[src/vxism_pkg.sv]
package vxism_pkg;

   // ----------------------------------------------------------------
   // VXI address spaces and decode.
   // ----------------------------------------------------------------
   localparam logic [1:0] SP_A16 = 2'h0;
   localparam logic [1:0] SP_A24 = 2'h1;
   localparam logic [1:0] SP_A32 = 2'h2;
   localparam logic [1:0] A16_TOP = 2'h3;
   localparam int LA_LSB = 6;
   localparam int PCI_SEL_BIT = 14;

   // ----------------------------------------------------------------
   // Host side register offsets inside the A16 block.
   // ----------------------------------------------------------------
   localparam logic [5:0] V_ID = 6'h00;
   localparam logic [5:0] V_STAT = 6'h04;
   localparam logic [5:0] V_BASE = 6'h06;
   localparam logic [5:0] V_H2C = 6'h08;
   localparam logic [5:0] V_C2H = 6'h0A;
   localparam logic [5:0] V_TRG_LO = 6'h10;
   localparam logic [5:0] V_TRG_HI = 6'h12;

   // ----------------------------------------------------------------
   // Processor side register byte offsets.
   // ----------------------------------------------------------------
   localparam logic [4:0] C_H2C = 5'h00;
   localparam logic [4:0] C_C2H = 5'h04;
   localparam logic [4:0] C_IRQ = 5'h08;
   localparam logic [4:0] C_OPS = 5'h0C;
   localparam logic [4:0] C_STAT = 5'h10;
   localparam logic [4:0] C_MASK = 5'h14;

   // ----------------------------------------------------------------
   // Field positions, identity and reset values.
   // ----------------------------------------------------------------
   localparam int IRQ_EN_BIT = 3;
   localparam int ST_H2C_BIT = 0;
   localparam int ST_C2H_BIT = 1;
   localparam logic [11:0] MFR_ID = 12'hA5A; // Arbitrary value.
   localparam logic [1:0] ID_CLASS = 2'h3;
   localparam logic [1:0] ID_A24 = 2'h0;
   localparam logic [1:0] ID_A32 = 2'h1;
   localparam logic [15:0] BASE_RST = 16'h0000;
   localparam logic [31:0] ROUTE_RST = 32'h0000_0000;
   localparam logic [1:0] STRAP_WAIT = 2'h3;

   // ----------------------------------------------------------------
   // Carriers.
   // ----------------------------------------------------------------
   typedef struct packed {
      logic req;
      logic wr;
      logic [1:0] space;
      logic [31:0] addr;
      logic [31:0] wdata;
   } vxism_vreq_t;

   typedef struct packed {
      logic ack;
      logic [31:0] rdata;
   } vxism_rsp_t;

   typedef struct packed {
      logic req;
      logic wr;
      logic pci;
      logic [13:0] addr;
      logic [31:0] wdata;
   } vxism_lreq_t;

   typedef struct packed {
      logic [7:0] la_off;
      logic user_off;
      logic launch_off;
      logic update_off;
      logic a32_off;
      logic flash_off;
      logic [2:0] byp_off;
   } vxism_sw_t;

   typedef enum logic [1:0] {ST_IDLE, ST_LB, ST_DONE} vxism_st_t;

endpackage

[src/vxism_bridge.sv]
// What this block does
// - Turn each VXI window cycle into local bus cycle.
// - Whole shared memory reachable in A24/A32 window.
// - A16 handshake registers, also processor read/write.
// - Processor raises VXI interrupt on chosen level.
// - Host-programmed routing from PXI to VXI triggers.
// - Host reaches shared memory, waiting until the local bus answers.
// - Upper window half passes onto on-board PCI.
// - Logical address from switches, OFF is one.
// - User switch readable, ON reads zero.
// - A32 window when switch ON, else A24.
// - Update switch OFF at power-up: update mode.
// - Launch switch OFF starts user application.
// - Flash programming allowed only while switch ON.
// - Bypass switch ON routes scan chain around slot.
//
// Implementation choices: the address map and register access over Avalon-MM.
`timescale 1ns/100ps
`default_nettype none

module vxism_bridge (
   input wire logic sys_clk,
   input wire logic nrst,
   input wire logic [4:0] avs_address,
   input wire logic avs_read,
   input wire logic avs_write,
   input wire logic [31:0] avs_writedata,
   output logic [31:0] avs_readdata,
   output logic avs_waitrequest,
   output logic cpu_irq,
   input wire vxism_pkg::vxism_vreq_t vxi_in,
   output var vxism_pkg::vxism_rsp_t vxi_rsp,
   output logic [7:0] vxi_irq,
   output var vxism_pkg::vxism_lreq_t lb_req,
   input wire vxism_pkg::vxism_rsp_t lb_rsp,
   input wire logic [7:0] pxi_trig,
   output logic [7:0] vxi_trig,
   output logic [7:0] vxi_trig_oe,
   input wire vxism_pkg::vxism_sw_t sw_in,
   output logic [7:0] logical_addr,
   output logic a32_mode,
   output logic fw_update_mode,
   output logic launch_user_app,
   output logic flash_wr_en,
   output logic [2:0] jtag_bypass
);
   import vxism_pkg::*;

   // ----------------------------------------------------------------
   // Reset release and input synchronisers.
   // ----------------------------------------------------------------
   logic rst_s1;
   logic rst_n;
   vxism_vreq_t v_s1;
   vxism_vreq_t v_s2;
   vxism_sw_t sw_s1;
   vxism_sw_t sw_s2;
   logic [7:0] pt_s1;
   logic [7:0] pt_s2;

   // Reset is applied at once and released through two flip-flops.
   always_ff @(posedge sys_clk or negedge nrst) begin
      if (!nrst) begin
         rst_s1 <= 1'b0;
         rst_n <= 1'b0;
      end else begin
         rst_s1 <= 1'b1;
         rst_n <= rst_s1;
      end
   end

   // Host, switch and trigger pins pass two flip-flops; request and data share the delay.
   always_ff @(posedge sys_clk or negedge rst_n) begin
      if (!rst_n) begin
         v_s1 <= '0;
         v_s2 <= '0;
         sw_s1 <= '0;
         sw_s2 <= '0;
         pt_s1 <= 8'h00;
         pt_s2 <= 8'h00;
      end else begin
         v_s1 <= vxi_in;
         v_s2 <= v_s1;
         sw_s1 <= sw_in;
         sw_s2 <= sw_s1;
         pt_s1 <= pxi_trig;
         pt_s2 <= pt_s1;
      end
   end

   // ----------------------------------------------------------------
   // State of the bridge.
   // ----------------------------------------------------------------
   vxism_st_t st_r, st_nxt;
   vxism_rsp_t vrsp_r, vrsp_nxt;
   vxism_lreq_t lreq_r, lreq_nxt;
   logic [15:0] base_r, base_nxt;
   logic [15:0] h2c_r, h2c_nxt;
   logic [15:0] c2h_r, c2h_nxt;
   logic [31:0] route_r, route_nxt;
   logic [3:0] irqc_r, irqc_nxt;
   logic [1:0] stat_r, stat_nxt;
   logic [1:0] mask_r, mask_nxt;
   logic ack_r, ack_nxt;
   logic [31:0] avrd_r, avrd_nxt;
   logic [7:0] vint_r, vint_nxt;
   logic [7:0] trig_r, trig_nxt;
   logic [7:0] oe_r, oe_nxt;
   logic [1:0] cnt_r, cnt_nxt;
   logic upd_r, upd_nxt;
   logic launch_r, launch_nxt;
   logic a32_r, a32_nxt;
   logic [31:0] cpu_rd;
   logic [15:0] vxi_rd;
   logic mem_hit;
   logic reg_hit;
   logic [1:0] rd_clr;
   logic ev_h2c;
   logic ev_c2h;

   // Switch levels are high when OFF, so the address is the raw bank.
   assign logical_addr = sw_s2.la_off;
   assign flash_wr_en = ~sw_s2.flash_off;
   assign jtag_bypass = ~sw_s2.byp_off;
   assign a32_mode = a32_r;
   assign fw_update_mode = upd_r;
   assign launch_user_app = launch_r;

   // The window follows the strapped size; each half is 16 KB.
   always_comb begin
      if (a32_r) begin
         mem_hit = (v_s2.space == SP_A32) && (v_s2.addr[31:16] == base_r) && !v_s2.addr[15];
      end else begin
         mem_hit = (v_s2.space == SP_A24) && (v_s2.addr[23:16] == base_r[7:0]) && !v_s2.addr[15];
      end
      reg_hit = (v_s2.space == SP_A16) && (v_s2.addr[15:14] == A16_TOP)
         && (v_s2.addr[13:LA_LSB] == logical_addr);
   end

   // Read data for the host side registers.
   always_comb begin
      case (v_s2.addr[5:0])
         V_ID: vxi_rd = {ID_CLASS, (a32_r ? ID_A32 : ID_A24), MFR_ID};
         V_STAT: vxi_rd = {14'h0000, irqc_r[IRQ_EN_BIT], sw_s2.user_off};
         V_BASE: vxi_rd = base_r;
         V_H2C: vxi_rd = h2c_r;
         V_C2H: vxi_rd = c2h_r;
         V_TRG_LO: vxi_rd = route_r[15:0];
         V_TRG_HI: vxi_rd = route_r[31:16];
         default: vxi_rd = 16'h0000;
      endcase
   end

   // Read data for the processor side registers.
   always_comb begin
      case (avs_address)
         C_H2C: cpu_rd = {16'h0000, h2c_r};
         C_C2H: cpu_rd = {16'h0000, c2h_r};
         C_IRQ: cpu_rd = {28'h0000000, irqc_r};
         C_OPS: cpu_rd = {16'h0000, logical_addr, 3'h0, a32_r, flash_wr_en, upd_r, launch_r,
            sw_s2.user_off};
         C_STAT: cpu_rd = {30'h00000000, stat_r};
         C_MASK: cpu_rd = {30'h00000000, mask_r};
         default: cpu_rd = 32'h0000_0000;
      endcase
   end

   assign avs_waitrequest = (avs_read | avs_write) & ~ack_r;
   assign avs_readdata = avrd_r;
   assign vxi_rsp = vrsp_r;
   assign lb_req = lreq_r;
   assign vxi_irq = vint_r;
   assign vxi_trig = trig_r;
   assign vxi_trig_oe = oe_r;
   assign cpu_irq = |(stat_r & mask_r);

   // ----------------------------------------------------------------
   // Next state of the bridge, both register ports and the straps.
   // ----------------------------------------------------------------
   always_comb begin
      st_nxt = st_r;
      vrsp_nxt = vrsp_r;
      lreq_nxt = lreq_r;
      base_nxt = base_r;
      h2c_nxt = h2c_r;
      c2h_nxt = c2h_r;
      route_nxt = route_r;
      irqc_nxt = irqc_r;
      mask_nxt = mask_r;
      avrd_nxt = avrd_r;
      cnt_nxt = cnt_r;
      upd_nxt = upd_r;
      launch_nxt = launch_r;
      a32_nxt = a32_r;
      ack_nxt = 1'b0;
      rd_clr = 2'h0;
      ev_h2c = 1'b0;
      ev_c2h = 1'b0;

      // The processor port answers one cycle after the request.
      if ((avs_read | avs_write) && !ack_r) begin
         ack_nxt = 1'b1;
         avrd_nxt = cpu_rd;
      end
      if (ack_r && avs_write) begin
         case (avs_address)
            C_H2C: h2c_nxt = avs_writedata[15:0];
            C_C2H: c2h_nxt = avs_writedata[15:0];
            C_IRQ: irqc_nxt = avs_writedata[3:0];
            C_MASK: mask_nxt = avs_writedata[1:0];
            default: ;
         endcase
      end
      // Only the status bits that the read returned are cleared.
      if (ack_r && avs_read && (avs_address == C_STAT)) begin
         rd_clr = avrd_r[1:0];
      end

      // Host cycles run independently of the processor port.
      case (st_r)
         ST_IDLE: begin
            if (v_s2.req) begin
               if (mem_hit) begin
                  lreq_nxt.req = 1'b1;
                  lreq_nxt.wr = v_s2.wr;
                  lreq_nxt.pci = v_s2.addr[PCI_SEL_BIT];
                  lreq_nxt.addr = v_s2.addr[13:0];
                  lreq_nxt.wdata = v_s2.wdata;
                  st_nxt = ST_LB;
               end else begin
                  vrsp_nxt.ack = reg_hit;
                  vrsp_nxt.rdata = {16'h0000, vxi_rd};
                  st_nxt = ST_DONE;
                  if (reg_hit && v_s2.wr) begin
                     case (v_s2.addr[5:0])
                        V_BASE: base_nxt = v_s2.wdata[15:0];
                        V_H2C: begin
                           h2c_nxt = v_s2.wdata[15:0];
                           ev_h2c = 1'b1;
                        end
                        V_TRG_LO: route_nxt[15:0] = v_s2.wdata[15:0];
                        V_TRG_HI: route_nxt[31:16] = v_s2.wdata[15:0];
                        default: ;
                     endcase
                  end
                  if (reg_hit && !v_s2.wr && (v_s2.addr[5:0] == V_C2H)) begin
                     ev_c2h = 1'b1;
                  end
               end
            end
         end
         ST_LB: begin
            // Local bus request holds until the memory device answers.
            if (lb_rsp.ack) begin
               lreq_nxt.req = 1'b0;
               vrsp_nxt.ack = 1'b1;
               vrsp_nxt.rdata = lb_rsp.rdata;
               st_nxt = ST_DONE;
            end
         end
         ST_DONE: begin
            // Acknowledge stays until the host drops its request.
            if (!v_s2.req) begin
               vrsp_nxt.ack = 1'b0;
               st_nxt = ST_IDLE;
            end
         end
         default: st_nxt = ST_IDLE;
      endcase

      // A new event wins over a clear in the same cycle.
      stat_nxt = stat_r & ~rd_clr;
      stat_nxt[ST_H2C_BIT] = stat_nxt[ST_H2C_BIT] | ev_h2c;
      stat_nxt[ST_C2H_BIT] = stat_nxt[ST_C2H_BIT] | ev_c2h;

      // One-hot level drive while the processor holds the enable.
      vint_nxt = irqc_r[IRQ_EN_BIT] ? (8'h01 << irqc_r[2:0]) : 8'h00;

      // Each trigger line takes a nibble: enable over source index.
      for (int i = 0; i < 8; i++) begin
         oe_nxt[i] = route_r[4 * i + 3];
         trig_nxt[i] = route_r[4 * i + 3] & pt_s2[route_r[4 * i +: 3]];
      end

      // Straps are caught once the synchronised switches have settled.
      if (cnt_r != STRAP_WAIT) begin
         cnt_nxt = cnt_r + 2'h1;
         if (cnt_r == STRAP_WAIT - 2'h1) begin
            upd_nxt = sw_s2.update_off;
            launch_nxt = sw_s2.launch_off;
            a32_nxt = ~sw_s2.a32_off;
         end
      end
   end

   // ----------------------------------------------------------------
   // Registers of the bridge.
   // ----------------------------------------------------------------
   always_ff @(posedge sys_clk or negedge rst_n) begin
      if (!rst_n) begin
         st_r <= ST_IDLE;
         vrsp_r <= '0;
         lreq_r <= '0;
         base_r <= BASE_RST;
         h2c_r <= 16'h0000;
         c2h_r <= 16'h0000;
         route_r <= ROUTE_RST;
         irqc_r <= 4'h0;
         stat_r <= 2'h0;
         mask_r <= 2'h0;
         ack_r <= 1'b0;
         avrd_r <= 32'h0000_0000;
         vint_r <= 8'h00;
         trig_r <= 8'h00;
         oe_r <= 8'h00;
         cnt_r <= 2'h0;
         upd_r <= 1'b0;
         launch_r <= 1'b0;
         a32_r <= 1'b0;
      end else begin
         st_r <= st_nxt;
         vrsp_r <= vrsp_nxt;
         lreq_r <= lreq_nxt;
         base_r <= base_nxt;
         h2c_r <= h2c_nxt;
         c2h_r <= c2h_nxt;
         route_r <= route_nxt;
         irqc_r <= irqc_nxt;
         stat_r <= stat_nxt;
         mask_r <= mask_nxt;
         ack_r <= ack_nxt;
         avrd_r <= avrd_nxt;
         vint_r <= vint_nxt;
         trig_r <= trig_nxt;
         oe_r <= oe_nxt;
         cnt_r <= cnt_nxt;
         upd_r <= upd_nxt;
         launch_r <= launch_nxt;
         a32_r <= a32_nxt;
      end
   end

endmodule

`default_nettype wire

[config.mk]
export PLATFORM = sky130hd
export DESIGN_NAME = vxism_bridge
export DESIGN_NICKNAME = d
export VERILOG_FILES = /design/src/vxism_pkg.sv /design/src/vxism_bridge.sv
export SDC_FILE = /design/constraint.sdc
export NUM_CORES = 1
export LEC_CHECK = 0
export BUFFER_PORTS_ARGS = -buffer_cell sky130_fd_sc_hd__buf_2
export CAP_MARGIN = 20
export CORE_MARGIN = 1.5
export CORE_UTILIZATION = 54
export CTS_CLUSTER_DIAMETER = 120
export DETAILED_ROUTE_END_ITERATION = 10
export PLACE_DENSITY = 0.79
export SLEW_MARGIN = 20
export SYNTH_ARGS = -nofsm -noshare
export SYNTH_HDL_FRONTEND = slang
export SYNTH_SLANG_ARGS = --single-unit
[constraint.sdc]
create_clock -name sys_clk -period 29.2 [get_ports sys_clk]
set_input_delay 1.46 -clock sys_clk [delete_from_list [all_inputs] [get_ports sys_clk]]
set_output_delay 1.46 -clock sys_clk [all_outputs]
set_load 0.01 [all_outputs]
**After elaboration in Yosys (flattened, before gate mapping)**

Index checks and enable logic that the tools add are counted.

- $add $sub $neg: 1
- Magnitude comparators: 8
- Equal/unequal tests: 26
- Shift-type cells: 1
- Mux-type cells: 54
- Bitwise gates (word level): 20
- Reductions and logical operators: 35

Operator list:

| operator | count |
|---|---|
| two-way mux 16 bit | 7 |
| case mux 16 bit (7 select lines) | 1 |
| two-way mux 33 bit | 3 |
| two-way mux 49 bit | 2 |
| case mux 16 bit (6 select lines) | 1 |
| case mux 32 bit (2 select lines) | 1 |
| < comparator 3 x 4 -> 1 bit (second input constant) | 8 |
| binary-select mux 1 bit (select 3 bit) | 8 |
| two-way mux 1 bit | 22 |
| AND reduction 5 bit | 4 |
| equality test 16 bit | 1 |
| equality test 8 bit | 2 |
| logical AND 1 bit | 13 |
| equality test 6 x 3 -> 1 bit (second input constant) | 2 |
| equality test 6 x 4 -> 1 bit (second input constant) | 2 |
| equality test 6 x 5 -> 1 bit (second input constant) | 2 |
| inequality test 2 bit (second input constant) | 6 |
| equality test 5 x 4 -> 1 bit (second input constant) | 2 |
| equality test 5 bit (second input constant) | 2 |
| two-way mux 2 bit | 5 |
| AND 1 bit | 9 |
| equality test 2 bit (second input constant) | 4 |
| two-way mux 8 bit | 1 |
| AND reduction 2 bit | 4 |
| 21 further kinds | 33 |

- Register bits: 420
- Output and inout bits: 155

**Logic depth before layout (Yosys ltp)**

- Depth in word-level cells: 10
- Gate-level depth with buffers: 10
- Depth with buffers taken out: 7

**Least setup slack after synthesis**

OpenSTA, ideal clock, no wires.

- Path type: input -> output
- Start: in avs_write
- End: out avs_waitrequest
- Arrival: 2.020 ns
- Path slack: 25.720 ns
- Stages: 4
- Path buffers: 1
- Cells stage by stage: nor2_1 or2_2 clkbuf_1 inv_1

- Longest elaborated chain between the ends: 2

Ends and longest elaborated chain:

| item | line | RTL |
|---|---|---|
| start: declaration | vxism_bridge.sv:26 | `input wire logic avs_write,` |
| OR 1 bit | vxism_bridge.sv:168 | `assign avs_waitrequest = (avs_read \| avs_write) & ~ack_r;` |
| AND 1 bit | vxism_bridge.sv:168 |  |
| end: declaration | vxism_bridge.sv:29 | `output logic avs_waitrequest,` |

Every way passes these cells.

**Worst setup path after layout**

Same ends and word-level chain as after synthesis.

==> results.cfg <==
[routing]
dr_total_vias = 9536
ant_nets = 0
dr.pass1.iters = 6
wl_um = 35600
drc = 0
drt_iter0_markers = 783
via_per_inst = 5.51
wl_per_cell_um = 20.6

[hold_path]
min_path_type = flop to asynchronous set/reset pin

[critical_path]
timing.rr.start = a32_mode
startpoint_type = primary input
rr_worst_depth = 5
crit_fanout = 15
r2r-end = lb_req[11]
arrival_ps = 2420
required_ps = 27740
endpoint_kind = primary output
worst-setup-path-type = primary input to primary output
regToRegSetupSlack_ps = 25930

[cts]
h-tree-depth = 2
clk_pin_slew_worst_paths_ps = 60
clk_latency_ps = 530
cts-root-buf = clkbuf_16
clkSinkCount = 404
cts_tree = built
numCtsBuffers = 40
post_cts_buffers = 0
cts_buffer_depth = 3
cts_hold_buf = 0
ctsResizeCount = 0

[grt]
overflow = 0
grt_pass1_wl_um = 54000
grtUsageTotal_pct = 25.2
grt_pass1_vias = 9538
grt_max_degree = 79
grt_antenna_before_repair = 11

[power]
clockPowerShare_pct = 44.3
powerDensity_mw_per_mm2 = 66.6
comb_power_share_pct = 5.4
p_seq_share_pct = 50.3
total_power_mw = 1.20
cellLeakagePower_nw = 8.88
p_int_mw = 0.931
switchingPower_mw = 0.269
switching_share_pct = 22.4
ir_drop_v = 0.0000571

[logic_synthesis]
synth_edf_count = 0
synth_ff_type = dfrtp_1
async_reset_ff_share_pct = 100
yosysSeqAreaShare_pct = 67.6
synthesis.area_mm2 = 0.0150
yosysTopAreaCellShare_pct = 67.6
syn_area_per_cell_um2 = 14.5
synthCells = 1032
ys_types = 61
synth_area_leader_cell = dfrtp_1
synth-seq-cells = 404
yosysWarnings = 0
ys_top_cells_by_area = dfrtp_1 68%, mux2_2 7.0%, mux2_4 3.0%

[placed_design]
hpwl_um = 24800
port_buffers = 288
routabilityCongestion = 0.867
dp_cells = 1648

[timing]
max_slew_margin_pct = 25.0
setup_viol = 0
min_period_ps = 3880
report.final.slew_viol_count = 0
fin_hold_ws_ps = 301
fin_worst_skew_ps = 15.3
grt_setup_unrepaired = no
tightest_slew_ps = 1130
hold_violations = 0
period_share_pct = 13.3
fmax_ghz = 0.258
tns_ps = 0

[floorplan]
dieArea_mm2 = 0.0287
chipWidth_um = 169
core_mm2 = 0.0271
initial_core_util_pct = 55.2
num_rows = 60
ios = 321
die_height_um = 169

[layout]
syn_to_final_growth_pct = 20.5
fin_cells = 1732
seq_area_mm2 = 0.0101
multiInputGateArea_mm2 = 0.00447
drive_gt1_share_pct = 38.6
n_fill_cell = 1971
nets = 1489
fin_util_pct = 66.5

[run_status]
status = complete, no violations

[run]
max_cap_violations = 0
==> cells by family after synthesis <==
family          synth area share [%]
simple gates                    5.96
compound gates                  7.28
flops                           67.6
other cells                   0.0502
fa+ha+maj                      0.418
buf+inv                         3.07
xor+xnor                        1.46
mux                             14.2
==> worst max-delay path by stage <==
stage | start | to | slack (ps) | cells after the start
final | avs_write | avs_waitrequest | 25320 | 5
after detailed placement | avs_address[1] | c2h_r[10] | 24850 | 6
after floorplan | rst_n | a32_mode | 17110 | 0
after CTS | avs_write | avs_waitrequest | 25340 | 5
after global routing | avs_write | avs_waitrequest | 25270 | 5
after global placement | avs_address[1] | c2h_r[7] | 25050 | 6
==> power by group through the flow <==
stage	Sequential [mW]	Clock, mW	Combinational [mW]
after floorplan	0.613	0	0.0368
after global placement	0.611	0	0.0627
after detailed placement	0.613	0	0.0645
after CTS	0.603	0.542	0.0649
after global routing	0.605	0.566	0.0730
final	0.603	0.532	0.0648
==> worst max-delay path: stages <==
cell and delay (ps):
buf_2 140, nor2_1 60, or2_2 410, inv_1 180
buf_2 160
==> registers in the layout, indices dropped and copies added (netlist names), 16 cells and up <==
| name | count |
|---|---|
| v_s1 | 68 |
| v_s2 | 68 |
| lb_req | 49 |
| vxi_rsp | 33 |
| route_r | 32 |
| avs_readdata | 16 |
| base_r | 16 |
| c2h_r | 16 |
| h2c_r | 16 |
| sw_s1 | 16 |
==> layer usage <==
| metal | global-route usage [%] | routed length, um | up-vias |
|---|---|---|---|
| li1 | - | - | 4206 |
| met2 | 41.2 | 17400 | 446 |
| met3 | 5.69 | 2860 | 88 |
| met5 | 0 | 27 | - |
| met1 | 32.7 | 13900 | 4792 |
| met4 | 10.4 | 1360 | 4 |
==> cells in the mapped netlist, types with 7 or more instances <==
library cell / n
dfrtp_1: 404
mux2_2: 93
nand2_1: 92
o21ai_0: 53
a21oi_1: 42
mux2_4: 30
nor2_1: 30
mux2i_1: 26
buf_4: 24
a22oi_1: 21
clkbuf_1: 20
a222oi_1: 18
mux4_2: 16
xnor2_1: 16
buf_2: 15
inv_1: 12
nor2b_1: 12
o21ai_1: 10
xor2_1: 9
a41oi_1: 7
buf_6: 7
nand3_1: 7
==> cell type report <==
cell class / count / area share, %
Sequential cell: 404 / 56.1
Tap cell: 372 / 2.58
Clock inverter: 19 / 1.21
Clock buffer: 55 / 6.60
Multi-Input combinational cell: 564 / 24.8
Inverter: 12 / 0.250
Antenna cell: 10 / 0.139
Timing Repair Buffer: 296 / 8.33
==> placed cells by master, fill, tap and decap left out, types with 8 or more instances in the layout <==
cell type,instances
dfrtp_1,403
buf_2,288
mux2_2,93
nand2_1,92
o21ai_0,53
a21oi_1,42
clkbuf_16,42
nor2_1,30
mux2_4,30
mux2i_1,26
a22oi_1,21
a222oi_1,18
conb_1,17
mux4_2,16
xnor2_1,16
inv_1,12
nor2b_1,12
diode_2,10
o21ai_1,10
clkinv_2,10
xor2_1,9
clkbuf_8,9
buf_4,8
==> per-stage QoR <==
| stage | cell area [um2] | setup WS [ps] |
|---|---|---|
| floorplan | 15000 | 17110 |
| global route | 18000 | 25270 |
| CTS | 18000 | 25340 |
| finish | 18000 | 25320 |
| global placement | 16600 | 25050 |
| detailed placement | 16600 | 24850 |
Power figures use the tool's default switching activity.
